**config.mk**
```make
export PLATFORM = sky130hd
export DESIGN_NAME = supervisor_sequencer
export DESIGN_NICKNAME = d
export VERILOG_FILES = /design/src/logic/supervisor_pkg.sv /design/src/logic/supervisor_sequencer.sv /design/src/logic/sync_filter.sv
export SDC_FILE = /design/constraint.sdc
export NUM_CORES = 1
export LEC_CHECK = 0
export ABC_CLOCK_PERIOD_IN_PS = 1960
export BUFFER_PORTS_ARGS = -buffer_cell sky130_fd_sc_hd__buf_2
export CORE_MARGIN = 5
export CORE_UTILIZATION = 51
export CTS_CLUSTER_DIAMETER = 100
export DETAILED_ROUTE_END_ITERATION = 7
export PLACE_DENSITY = 0.75
export SETUP_SLACK_MARGIN = 0.5
export SYNTH_ARGS = -nofsm -noshare
export SYNTH_HDL_FRONTEND = slang
export SYNTH_HIERARCHICAL = 1
export SYNTH_SLANG_ARGS = --single-unit
```
**constraint.sdc**
```tcl
create_clock -name i_clock -period 1.96 [get_ports i_clock]
set_input_delay 0.098 -clock i_clock [delete_from_list [all_inputs] [get_ports i_clock]]
set_output_delay 0.098 -clock i_clock [all_outputs]
set_load 0.01 [all_outputs]
```
**src/logic/supervisor_pkg.sv**
```systemverilog
// constants and carrier types for the supervisor sequencer
package supervisor_pkg;
	localparam int unsigned CLOCK_HZ          = 25000000;
	localparam int unsigned CLOCK_NS          = 40;
	// reset request filter: reject below 50 ns, guarantee at 200 ns; threshold chosen at 120 ns
	localparam int unsigned REJECT_NS         = 50;
	localparam int unsigned GUARANTEE_NS      = 200;
	localparam int unsigned FILTER_NS         = 120;
	localparam int unsigned FILTER_CYCLES     = (FILTER_NS + CLOCK_NS - 1) / CLOCK_NS;
	// reset stretch and recovery interval, chosen inside 40..200 ms
	localparam int unsigned STRETCH_MIN_MS    = 40;
	localparam int unsigned STRETCH_MAX_MS    = 200;
	localparam int unsigned STRETCH_MS        = 100;
	localparam int unsigned STRETCH_CYCLES    = STRETCH_MS * (CLOCK_HZ / 1000);
	localparam int unsigned CHECK_HOURS       = 24;
	localparam longint unsigned CHECK_CYCLES  = longint'(CHECK_HOURS) * 3600 * CLOCK_HZ;
	localparam int          FILTER_W          = 3;
	localparam int          STRETCH_W         = 24;
	localparam int          CHECK_W           = 42;
	// synchroniser width and idle level: every pin reads high right after reset
	localparam int          SYNC_W            = 4;
	localparam logic [SYNC_W-1:0] SYNC_IDLE   = 4'hf;

	typedef enum logic [1:0] {
		PWR_OFF     = 2'b00,
		PWR_RECOVER = 2'b01,
		PWR_RUN     = 2'b10
	} power_state_type;

	// analog comparator results sampled by the sequencer
	typedef struct packed {
		logic supply_ok;
		logic battery_ok;
		logic sense_above;
	} sense_type;
endpackage

```
**src/logic/supervisor_sequencer.sv**
```systemverilog
// reset stretcher, battery monitor and power-fail gating sequencer
// How it works
// - a reset request held low 200 ns or longer always produces a reset
// - reset output stays low 40 to 200 ms after the request returns high
// - request pulses shorter than 50 ns are filtered out and cause nothing
// - request reset uses the same stretch as the power-up reset
// - battery checked once at power-up and then every 24 hours
// - a failing battery check asserts the active-low battery-low output
// - battery-low stays asserted until a later check passes
// - no battery check while running from backup, only with nominal supply
// - in run state power-fail flag goes low when sense input is below threshold
// - in backup the comparator is off and power-fail flag is held low
// - on power return the flag is forced high for the recovery interval, then tracks
`timescale 1ns/1ps
module supervisor_sequencer
	import supervisor_pkg::*;
#(
	parameter int unsigned STRETCH_LEN = STRETCH_CYCLES,
	parameter longint unsigned CHECK_LEN = CHECK_CYCLES
) (
	input  wire logic i_clock,
	input  wire logic i_rstn,
	input  wire logic i_reset_request_in,
	input  wire logic i_supply_ok,
	input  wire logic i_battery_ok,
	input  wire logic i_power_fail_sense_in,
	output logic      o_reset_oe_n,
	output logic      o_battery_low_oe_n,
	output logic      o_battery_low_n,
	output logic      o_power_fail_flag_n
);
	sense_type        sensed;
	logic             request_sync;
	power_state_type  state_r;
	logic [FILTER_W-1:0]  filter_cnt_r;
	logic             request_hit_r;
	logic [STRETCH_W-1:0] stretch_cnt_r;
	logic [CHECK_W-1:0]   check_cnt_r;
	logic             check_due_r;
	logic             battery_low_r;
	logic [SYNC_W-1:0]    async_in;
	logic [SYNC_W-1:0]    sync_out;
	logic             filter_full;
	logic             stretch_load;
	logic             stretch_done;
	logic             reset_release;
	logic             in_off;
	logic             in_run;
	logic             check_wrap;
	logic             check_now;

	// pin and comparator levels travel through the synchroniser as one vector
	assign async_in = {i_supply_ok, i_battery_ok, i_power_fail_sense_in, i_reset_request_in};
	assign {sensed.supply_ok, sensed.battery_ok, sensed.sense_above, request_sync} = sync_out;

	// state decodes shared by the timer and battery processes
	assign in_off = (state_r == PWR_OFF);
	assign in_run = (state_r == PWR_RUN);

	// counter end points, named once so that every process agrees on them
	assign filter_full   = (filter_cnt_r == FILTER_W'(FILTER_CYCLES - 1));
	assign stretch_done  = (stretch_cnt_r == '0);
	assign check_wrap    = (check_cnt_r == CHECK_W'(CHECK_LEN - 1));
	// supply loss and a live request both restart the stretch from full length
	assign stretch_load  = !sensed.supply_ok || request_hit_r;
	// release needs a finished stretch, good supply and no request still held
	assign reset_release = stretch_done && sensed.supply_ok && !request_hit_r;
	// a check samples the battery only in run, never from backup
	assign check_now     = check_due_r && in_run && sensed.supply_ok;

	// asynchronous analog and pin levels are synchronised before use
	sync_filter #(
		.WIDTH (SYNC_W)
	) u_sync (
		.i_clock     (i_clock),
		.i_rstn      (i_rstn),
		.i_async     (async_in),
		.i_reset_val (SYNC_IDLE),
		.o_sync      (sync_out)
	);

	// low-width filter: a request counts once it has stayed low FILTER_CYCLES
	// any high sample restarts the count, so two short pulses never add up
	always_ff @(posedge i_clock) begin
		if (!i_rstn) begin
			filter_cnt_r  <= '0;
			request_hit_r <= 1'b0;
		end else if (request_sync) begin
			filter_cnt_r  <= '0;
			request_hit_r <= 1'b0;
		end else if (filter_full) begin
			request_hit_r <= 1'b1;
		end else begin
			filter_cnt_r <= filter_cnt_r + FILTER_W'(1);
		end
	end

	// power state: supply loss means backup, return runs the recovery interval
	always_ff @(posedge i_clock) begin
		if (!i_rstn) begin
			state_r <= PWR_OFF;
		end else begin
			case (state_r)
				PWR_OFF: begin
					if (sensed.supply_ok) begin
						state_r <= PWR_RECOVER;
					end
				end
				PWR_RECOVER: begin
					if (!sensed.supply_ok) begin
						state_r <= PWR_OFF;
					end else if (stretch_done) begin
						state_r <= PWR_RUN;
					end
				end
				PWR_RUN: begin
					if (!sensed.supply_ok) begin
						state_r <= PWR_OFF;
					end
				end
				default: begin
					state_r <= PWR_OFF;
				end
			endcase
		end
	end

	// one stretch counter serves power-up and request resets alike
	always_ff @(posedge i_clock) begin
		if (!i_rstn) begin
			stretch_cnt_r <= STRETCH_W'(STRETCH_LEN);
		end else if (stretch_load) begin
			stretch_cnt_r <= STRETCH_W'(STRETCH_LEN);
		end else if (!stretch_done) begin
			stretch_cnt_r <= stretch_cnt_r - STRETCH_W'(1);
		end
	end

	// reset drives low until the stretch expires after supply and request are good
	always_ff @(posedge i_clock) begin
		if (!i_rstn) begin
			o_reset_oe_n <= 1'b0;
		end else begin
			// high lets the line float to its pull-up, low holds the host in reset
			o_reset_oe_n <= reset_release;
		end
	end

	// periodic check timer only runs on nominal supply; a power-up arms a check
	// the schedule restarts at every power-up, so time on backup never counts
	always_ff @(posedge i_clock) begin
		if (!i_rstn) begin
			check_cnt_r <= '0;
			check_due_r <= 1'b1;
		end else if (in_off) begin
			check_cnt_r <= '0;
			check_due_r <= 1'b1;
		end else if (in_run) begin
			if (check_due_r) begin
				check_due_r <= 1'b0;
			end else if (check_wrap) begin
				check_cnt_r <= '0;
				check_due_r <= 1'b1;
			end else begin
				check_cnt_r <= check_cnt_r + CHECK_W'(1);
			end
		end
	end

	// battery flag is sticky between checks; never sampled from backup
	// a fresh battery shows only after the next check, not at the swap itself
	always_ff @(posedge i_clock) begin
		if (!i_rstn) begin
			battery_low_r <= 1'b0;
		end else if (check_now) begin
			battery_low_r <= !sensed.battery_ok;
		end
	end

	// pull-down enable: low drags the open-drain line down
	always_ff @(posedge i_clock) begin
		if (!i_rstn) begin
			o_battery_low_oe_n <= 1'b1;
		end else begin
			o_battery_low_oe_n <= !battery_low_r;
		end
	end

	// level copy from the same flag, so the two can never disagree
	always_ff @(posedge i_clock) begin
		if (!i_rstn) begin
			o_battery_low_n <= 1'b1;
		end else begin
			o_battery_low_n <= !battery_low_r;
		end
	end

	// power-fail flag: low in backup, high while recovering, then follows the sense
	// push-pull level, so low during reset is the safe reading for the host
	always_ff @(posedge i_clock) begin
		if (!i_rstn) begin
			o_power_fail_flag_n <= 1'b0;
		end else begin
			case (state_r)
				PWR_OFF: begin
					o_power_fail_flag_n <= 1'b0;
				end
				PWR_RECOVER: begin
					o_power_fail_flag_n <= 1'b1;
				end
				PWR_RUN: begin
					o_power_fail_flag_n <= sensed.sense_above;
				end
				default: begin
					o_power_fail_flag_n <= 1'b0;
				end
			endcase
		end
	end
endmodule

```
**src/logic/sync_filter.sv**
```systemverilog
// two-flop synchroniser for the analog comparator and pin inputs
`timescale 1ns/1ps
module sync_filter
	import supervisor_pkg::*;
#(
	parameter int WIDTH = 4
) (
	input  wire logic             i_clock,
	input  wire logic             i_rstn,
	input  wire logic [WIDTH-1:0] i_async,
	input  wire logic [WIDTH-1:0] i_reset_val,
	output logic      [WIDTH-1:0] o_sync
);
	logic [WIDTH-1:0] stage1_r;
	genvar g;
	generate
		for (g = 0; g < WIDTH; g++) begin : g_bit
			always_ff @(posedge i_clock) begin
				if (!i_rstn) begin
					stage1_r[g] <= i_reset_val[g];
					o_sync[g]   <= i_reset_val[g];
				end else begin
					stage1_r[g] <= i_async[g];
					o_sync[g]   <= stage1_r[g];
				end
			end
		end
	endgenerate
endmodule

```
==> Word level (Yosys, flattened, before mapping) <==
Index checks and enable logic that the tools add are counted.
Widths: inputs -> output; s select.
{ "classes": {"reduce_logical": 16, "n_bitwise": 2, "eq_ne": 7, "n_mux": 9, "add_sub_neg": 3} }
{ "ops": {"columns": ["cell", "count"], "rows": [
  ["$add 42x1->42 const B", 1],
  ["$eq 42x41->1 const B", 1],
  ["$mux 42", 1],
  ["$logic_not 24->1", 1],
  ["$sub 24x1->24 const B", 1],
  ["$mux 2", 4],
  ["$pmux 2 s3", 1],
  ["$reduce_or 2->1", 3],
  ["$logic_and 1x1->1", 4],
  ["$logic_not 1->1", 4],
  ["$add 3x1->3 const B", 1],
  ["$eq 3x2->1 const B", 1],
  ["$ne 3x3->1 const B", 1],
  ["$reduce_and 3->1", 1],
  ["$eq 2x1->1 const B", 1],
  ["$eq 2x2->1 const B", 1],
  ["$logic_not 2->1", 1],
  ["$mux 1", 2],
  ["$ne 2x1->1 const B", 1],
  ["$ne 2x2->1 const B", 1],
  ["$not 1->1", 2],
  ["$pmux 1 s2", 1],
  ["$reduce_and 2->1", 1],
  ["$logic_or 1x1->1", 1]
]} }
{ "totals": {"output_inout_bits": 4, "register_bits": 85, "input_bits": 6} }

==> Longest topological paths before layout <==
{ "logic_depth": {"word_depth": 4, "depth_mapped": 9} }

==> Cells and area by module <==
The synthesis kept the hierarchy.
{ "modules_own_cells": {"columns": ["mod", "area_each_um2", "seq_area_each_um2", "cells_each", "instances"], "rows": [
  ["supervisor_sequencer", 3637.2, 1541.5, 422, 1],
  ["sync_filter", 291.5, 160.2, 17, 1]
]} }

==> Worst setup path before layout <==
OpenSTA, ideal clock, no wires.
{ "synth_timing": {"path_kind": "reg-to-reg", "from": "register state_r[0]", "to": "register check_cnt_r[31]", "synth_period_minus_slack_ns": 2.129, "path_slack_ns": -0.169, "required_time_ns": 1.890, "path_buffers": 1, "arrival_time_ns": 2.060, "stages_incl_launch_ff": 9, "path_cell_list": "dfxtp_1 -> inv_1 -> ha_1 -> buf_2 -> nand4b_1 -> nor3_1 -> nand3_1 -> or3_1 -> a21oi_1"} }
{ "synth_via": {"elab_chain_len": 2} }
{ "synth_rtl": {"columns": ["item", "line", "text"], "rows": [
  ["start: declaration", "supervisor_sequencer.sv:34", "power_state_type state_r;"],
  ["start signal: assignment", "supervisor_sequencer.sv:101", "state_r <= PWR_OFF;"],
  ["start signal: assignment", "supervisor_sequencer.sv:106", "state_r <= PWR_RECOVER;"],
  ["start signal: assignment", "supervisor_sequencer.sv:111", "state_r <= PWR_OFF;"],
  ["$eq 2x2->1 / $logic_not 2->1 (equally long branches)", "supervisor_sequencer.sv:58, supervisor_sequencer.sv:57", null],
  ["$reduce_and 2->1 (no source line) / $reduce_or 2->1 (equally long branches)", null, null],
  ["end signal: assignment", "supervisor_sequencer.sv:165", "check_cnt_r <= check_cnt_r + CHECK_W'(1);"],
  ["end: declaration", "supervisor_sequencer.sv:38", "logic [CHECK_W-1:0] check_cnt_r;"]
]} }
Several ways; a longest one is shown, not always the timed one.
A chain may end at the register's enable or synchronous reset.

==> Final worst setup path <==
{ "layout_timing": {"from": "register check_cnt_r[21]", "to": "register check_cnt_r[36]"} }
{ "layout_via": {"elab_chain_len": 2} }
{ "layout_rtl": {"columns": ["item", "line", "text"], "rows": [
  ["$add 42x1->42 / $eq 42x41->1 (equally long branches)", "supervisor_sequencer.sv:165, supervisor_sequencer.sv:63", null],
  ["$mux 42 *", "supervisor_sequencer.sv:161", "end else if (check_wrap) begin"]
]} }
Mark *: on every way between the ends. The rest lies on a longest branch, timed or not.

==> qor.yml <==
status:
  status: "finished, violations left"
  violations: "negative setup slack"
route:
  drt_iter0_markers: 287
  maxUsedRoutingLayer: "met4"
  drt-total-wl_mm: 11.1
  met3_length_um: 617
  drc: 0
  via_per_inst: 5.87
  vias: 3702
  wl_met2_mm: 5.61
  met1_length_mm: 4.49
  first_pass_iters: 5
  ant_nets: 0
  wire_per_inst_um: 17.5
synth:
  avgSynthCellArea_sq_um: 8.95
  synth_enable_flop_cells: 0
  syn_inst: 439
  synth_flop_cell: "dfxtp_1"
  async_flop_share: 0
  ys_seq_elements: 85
  synthDistinctLibCells: 49
  synth_top_cell_by_area: "dfxtp_1"
  synth_area_sq_um: 3930
  synthTopCellsByArea: "dfxtp_1 43%, xor2_1 9.6%, nor2_1 6.6%"
  synth_warnings: 6
  netlist.area_leader.share: 0.433
  ys_seq_area_frac: 0.433
global_route:
  grt_pass1_vias: 3678
  grt_usage: 0.220
  antenna_found_initial: 0
  grt_first_pass_wirelength_mm: 17.3
  grt.overflow.total: 0
  grt_max_degree: 23
die:
  ios: 10
  rows: 32
  core_sq_um: 7610
  die_h_um: 97.8
  floorplan.initialDensity: 0.516
  die_w_um: 97.8
  dieArea_sq_um: 9560
final_layout:
  design_area_sq_um: 5520
  final_cell_mix: "63 x dfxtp_1, 49 x buf_4, 46 x nor2_1"
  drive_gt1_frac: 0.408
  area.growth.synth_to_final_pct: 40.5
  fill_cells: 476
  mostFrequentLayoutCell: "dfxtp_1"
  regArea_sq_um: 1740
  diodes: 0
  multi_input_area_sq_um: 2660
  nets: 538
  fin_util: 0.726
worst_setup_path:
  critical-path-max-stage-delay_ns: 0.55
  end_kind: "flip-flop"
  crit_arrival_ns: 2.30
  slowest_stage: "or4_4"
  cp_max_fo: 8
  worstPathCellList: "or4_4, nor4_4, a21o_1, buf_6, buf_12, buf_16, nor2_1"
  crit_required_ns: 2.21
  critPathKind: "reg -> reg"
  crit_path_start_kind: "flip-flop"
power:
  seqPwrFrac: 0.497
  ir_drop_v: 0.000562
  clkPwrFrac: 0.350
  p_switching_mw: 0.978
  finalPower_mw: 3.62
  p_per_area_nw_per_um2: 655
  pwr-share-comb: 0.154
  p_int_mw: 2.64
  sw_frac_of_total: 0.270
  leakagePower_nw: 2.02
timing:
  skew_ns: 0.0134
  final.min_clock_period_ns: 2.04
  final_hold_viol_count: 0
  setup_viol: 33
  rsz0062_at_grt: "true"
  final.setup.tns_ns: -1.74
  clock.fmax_mhz: 489
  postLayoutSetupSlackWorst_ns: -0.0845
  tightest_slew_ns: 0.525
  slew_headroom: 0.645
  slew_violations: 0
  fin_crit_sh: 1.04
min_path:
  hold_class: "in -> reg"
clocking:
  clock_latency_ns: 0.36
  cts_tree: "done"
  clkTransAtPathRegs_ns: 0.09
  h-tree-depth: 3
  root_buffer: "clkbuf_8"
  cts.sinks: 85
  cts_buffers: 9
  clk_path_buf_depth: 2
placed_design:
  place.gp.congestion: 0.810
  portBuffers: 9
  place_area_sq_um: 4450
  place_ws_ns: -0.0944
  dp_hpwl_mm: 5.72
run:
  drv_cap: 0
synth_stat cells, types with 3 or more instances:
| library cell | n |
|---|---|
| nand2_1 | 32 |
| and3_1 | 6 |
| clkbuf_1 | 7 |
| nor4b_1 | 3 |
| or4_1 | 6 |
| nand4b_1 | 3 |
| xnor2_1 | 9 |
| o21ai_0 | 14 |
| nand4_1 | 27 |
| dfxtp_1 | 85 |
| ha_1 | 8 |
| nor3_1 | 7 |
| a21oi_1 | 13 |
| buf_2 | 4 |
| or3_1 | 7 |
| nand3_1 | 22 |
| xor2_1 | 43 |
| nor2_1 | 69 |
| nand2b_1 | 3 |
| and4_1 | 3 |
| nor4_1 | 12 |
| mux2_4 | 8 |
| nor4_2 | 3 |
| inv_1 | 10 |
timing repair:
action,in CTS,in global routing
endpoints found under the setup margin,70,70
pin swaps,25,31
hold buffers,4,0
endpoints found under the hold margin,4,0
gates resized for setup,83,59
buffers inserted,19,4
cloned,6,0
worst paths after layout:
path / startpoint / endpoint / slack (ns) / depth (start not counted)
worst max-delay path: check_cnt_r[21] / check_cnt_r[36] / -0.08 / 7
worst min-delay path: i_rstn / state_r[1] / 0.05 / 3
worst max register to register: check_cnt_r[21] / check_cnt_r[36] / -0.08 / 7
worst min register to register: battery_low_r / o_battery_low_n / 0.41 / 1
worst max-delay path: cells and delay by family, from the launching register on:
family / cells / cell delay (ns)
buffers and inverters: 3 / 0.38
flip-flops: 1 / 0.36
AND/OR/NAND/NOR: 3 / 0.97
AO/OA/AOI/OAI: 1 / 0.21
per-stage QoR:
step                      hold WS, ns  cells
after detailed placement        0.335    582
final                          0.0484    631
after floorplan                 0.241    446
after CTS                      0.0564    627
after global placement          0.324    582
after global routing           0.0651    631
cells by family after synthesis:
kind of cell | count (synthesis) | synth area share
DFF | 85 | 0.433
xor gates and xnor gates | 52 | 0.116
buffers and inverters | 25 | 0.0299
muxes | 12 | 0.0414
AOI/OAI and AO/OA | 41 | 0.0662
and+or+nand+nor | 215 | 0.287
adders and majority gates | 8 | 0.0255
other | 1 | 0.000954
power by group through the flow:
| stage | clock [mW] | combinational [mW] | sequential, mW |
|---|---|---|---|
| 2_1_floorplan | 0 | 0.233 | 1.83 |
| 5_1_grt | 1.35 | 0.589 | 1.80 |
| 3_3_place_gp | 0 | 0.301 | 1.84 |
| 3_5_place_dp | 0 | 0.311 | 1.84 |
| 6_report | 1.27 | 0.556 | 1.80 |
| 4_1_cts | 1.26 | 0.487 | 1.80 |
area by class of cell:
type	count	area share
multi-input cells	337	0.482
flip-flops and latches	85	0.315
well taps	102	0.0231
repair buffers	81	0.137
clock buffers	9	0.0224
inverters	10	0.00680
clock inverters	7	0.0136
state kept, by name (all words and copies together) (netlist names):
register and flops:
check_cnt_r 42, stretch_cnt_r 24, u_sync/o_sync 4, u_sync/stage1_r 4, filter_cnt_r 3, state_r 2, battery_low_r 1, check_due_r 1
o_battery_low_n 1, o_power_fail_flag_n 1, o_reset_oe_n 1, request_hit_r 1
layer usage:
metal / up-vias / track usage
li1: 1721 / -
met1: 1801 / 0.266
met2: 139 / 0.382
met3: 41 / 0.0386
met4: 0 / 0.0969
met5: - / 0
No activity file was read; power rests on OpenSTA's default activity.
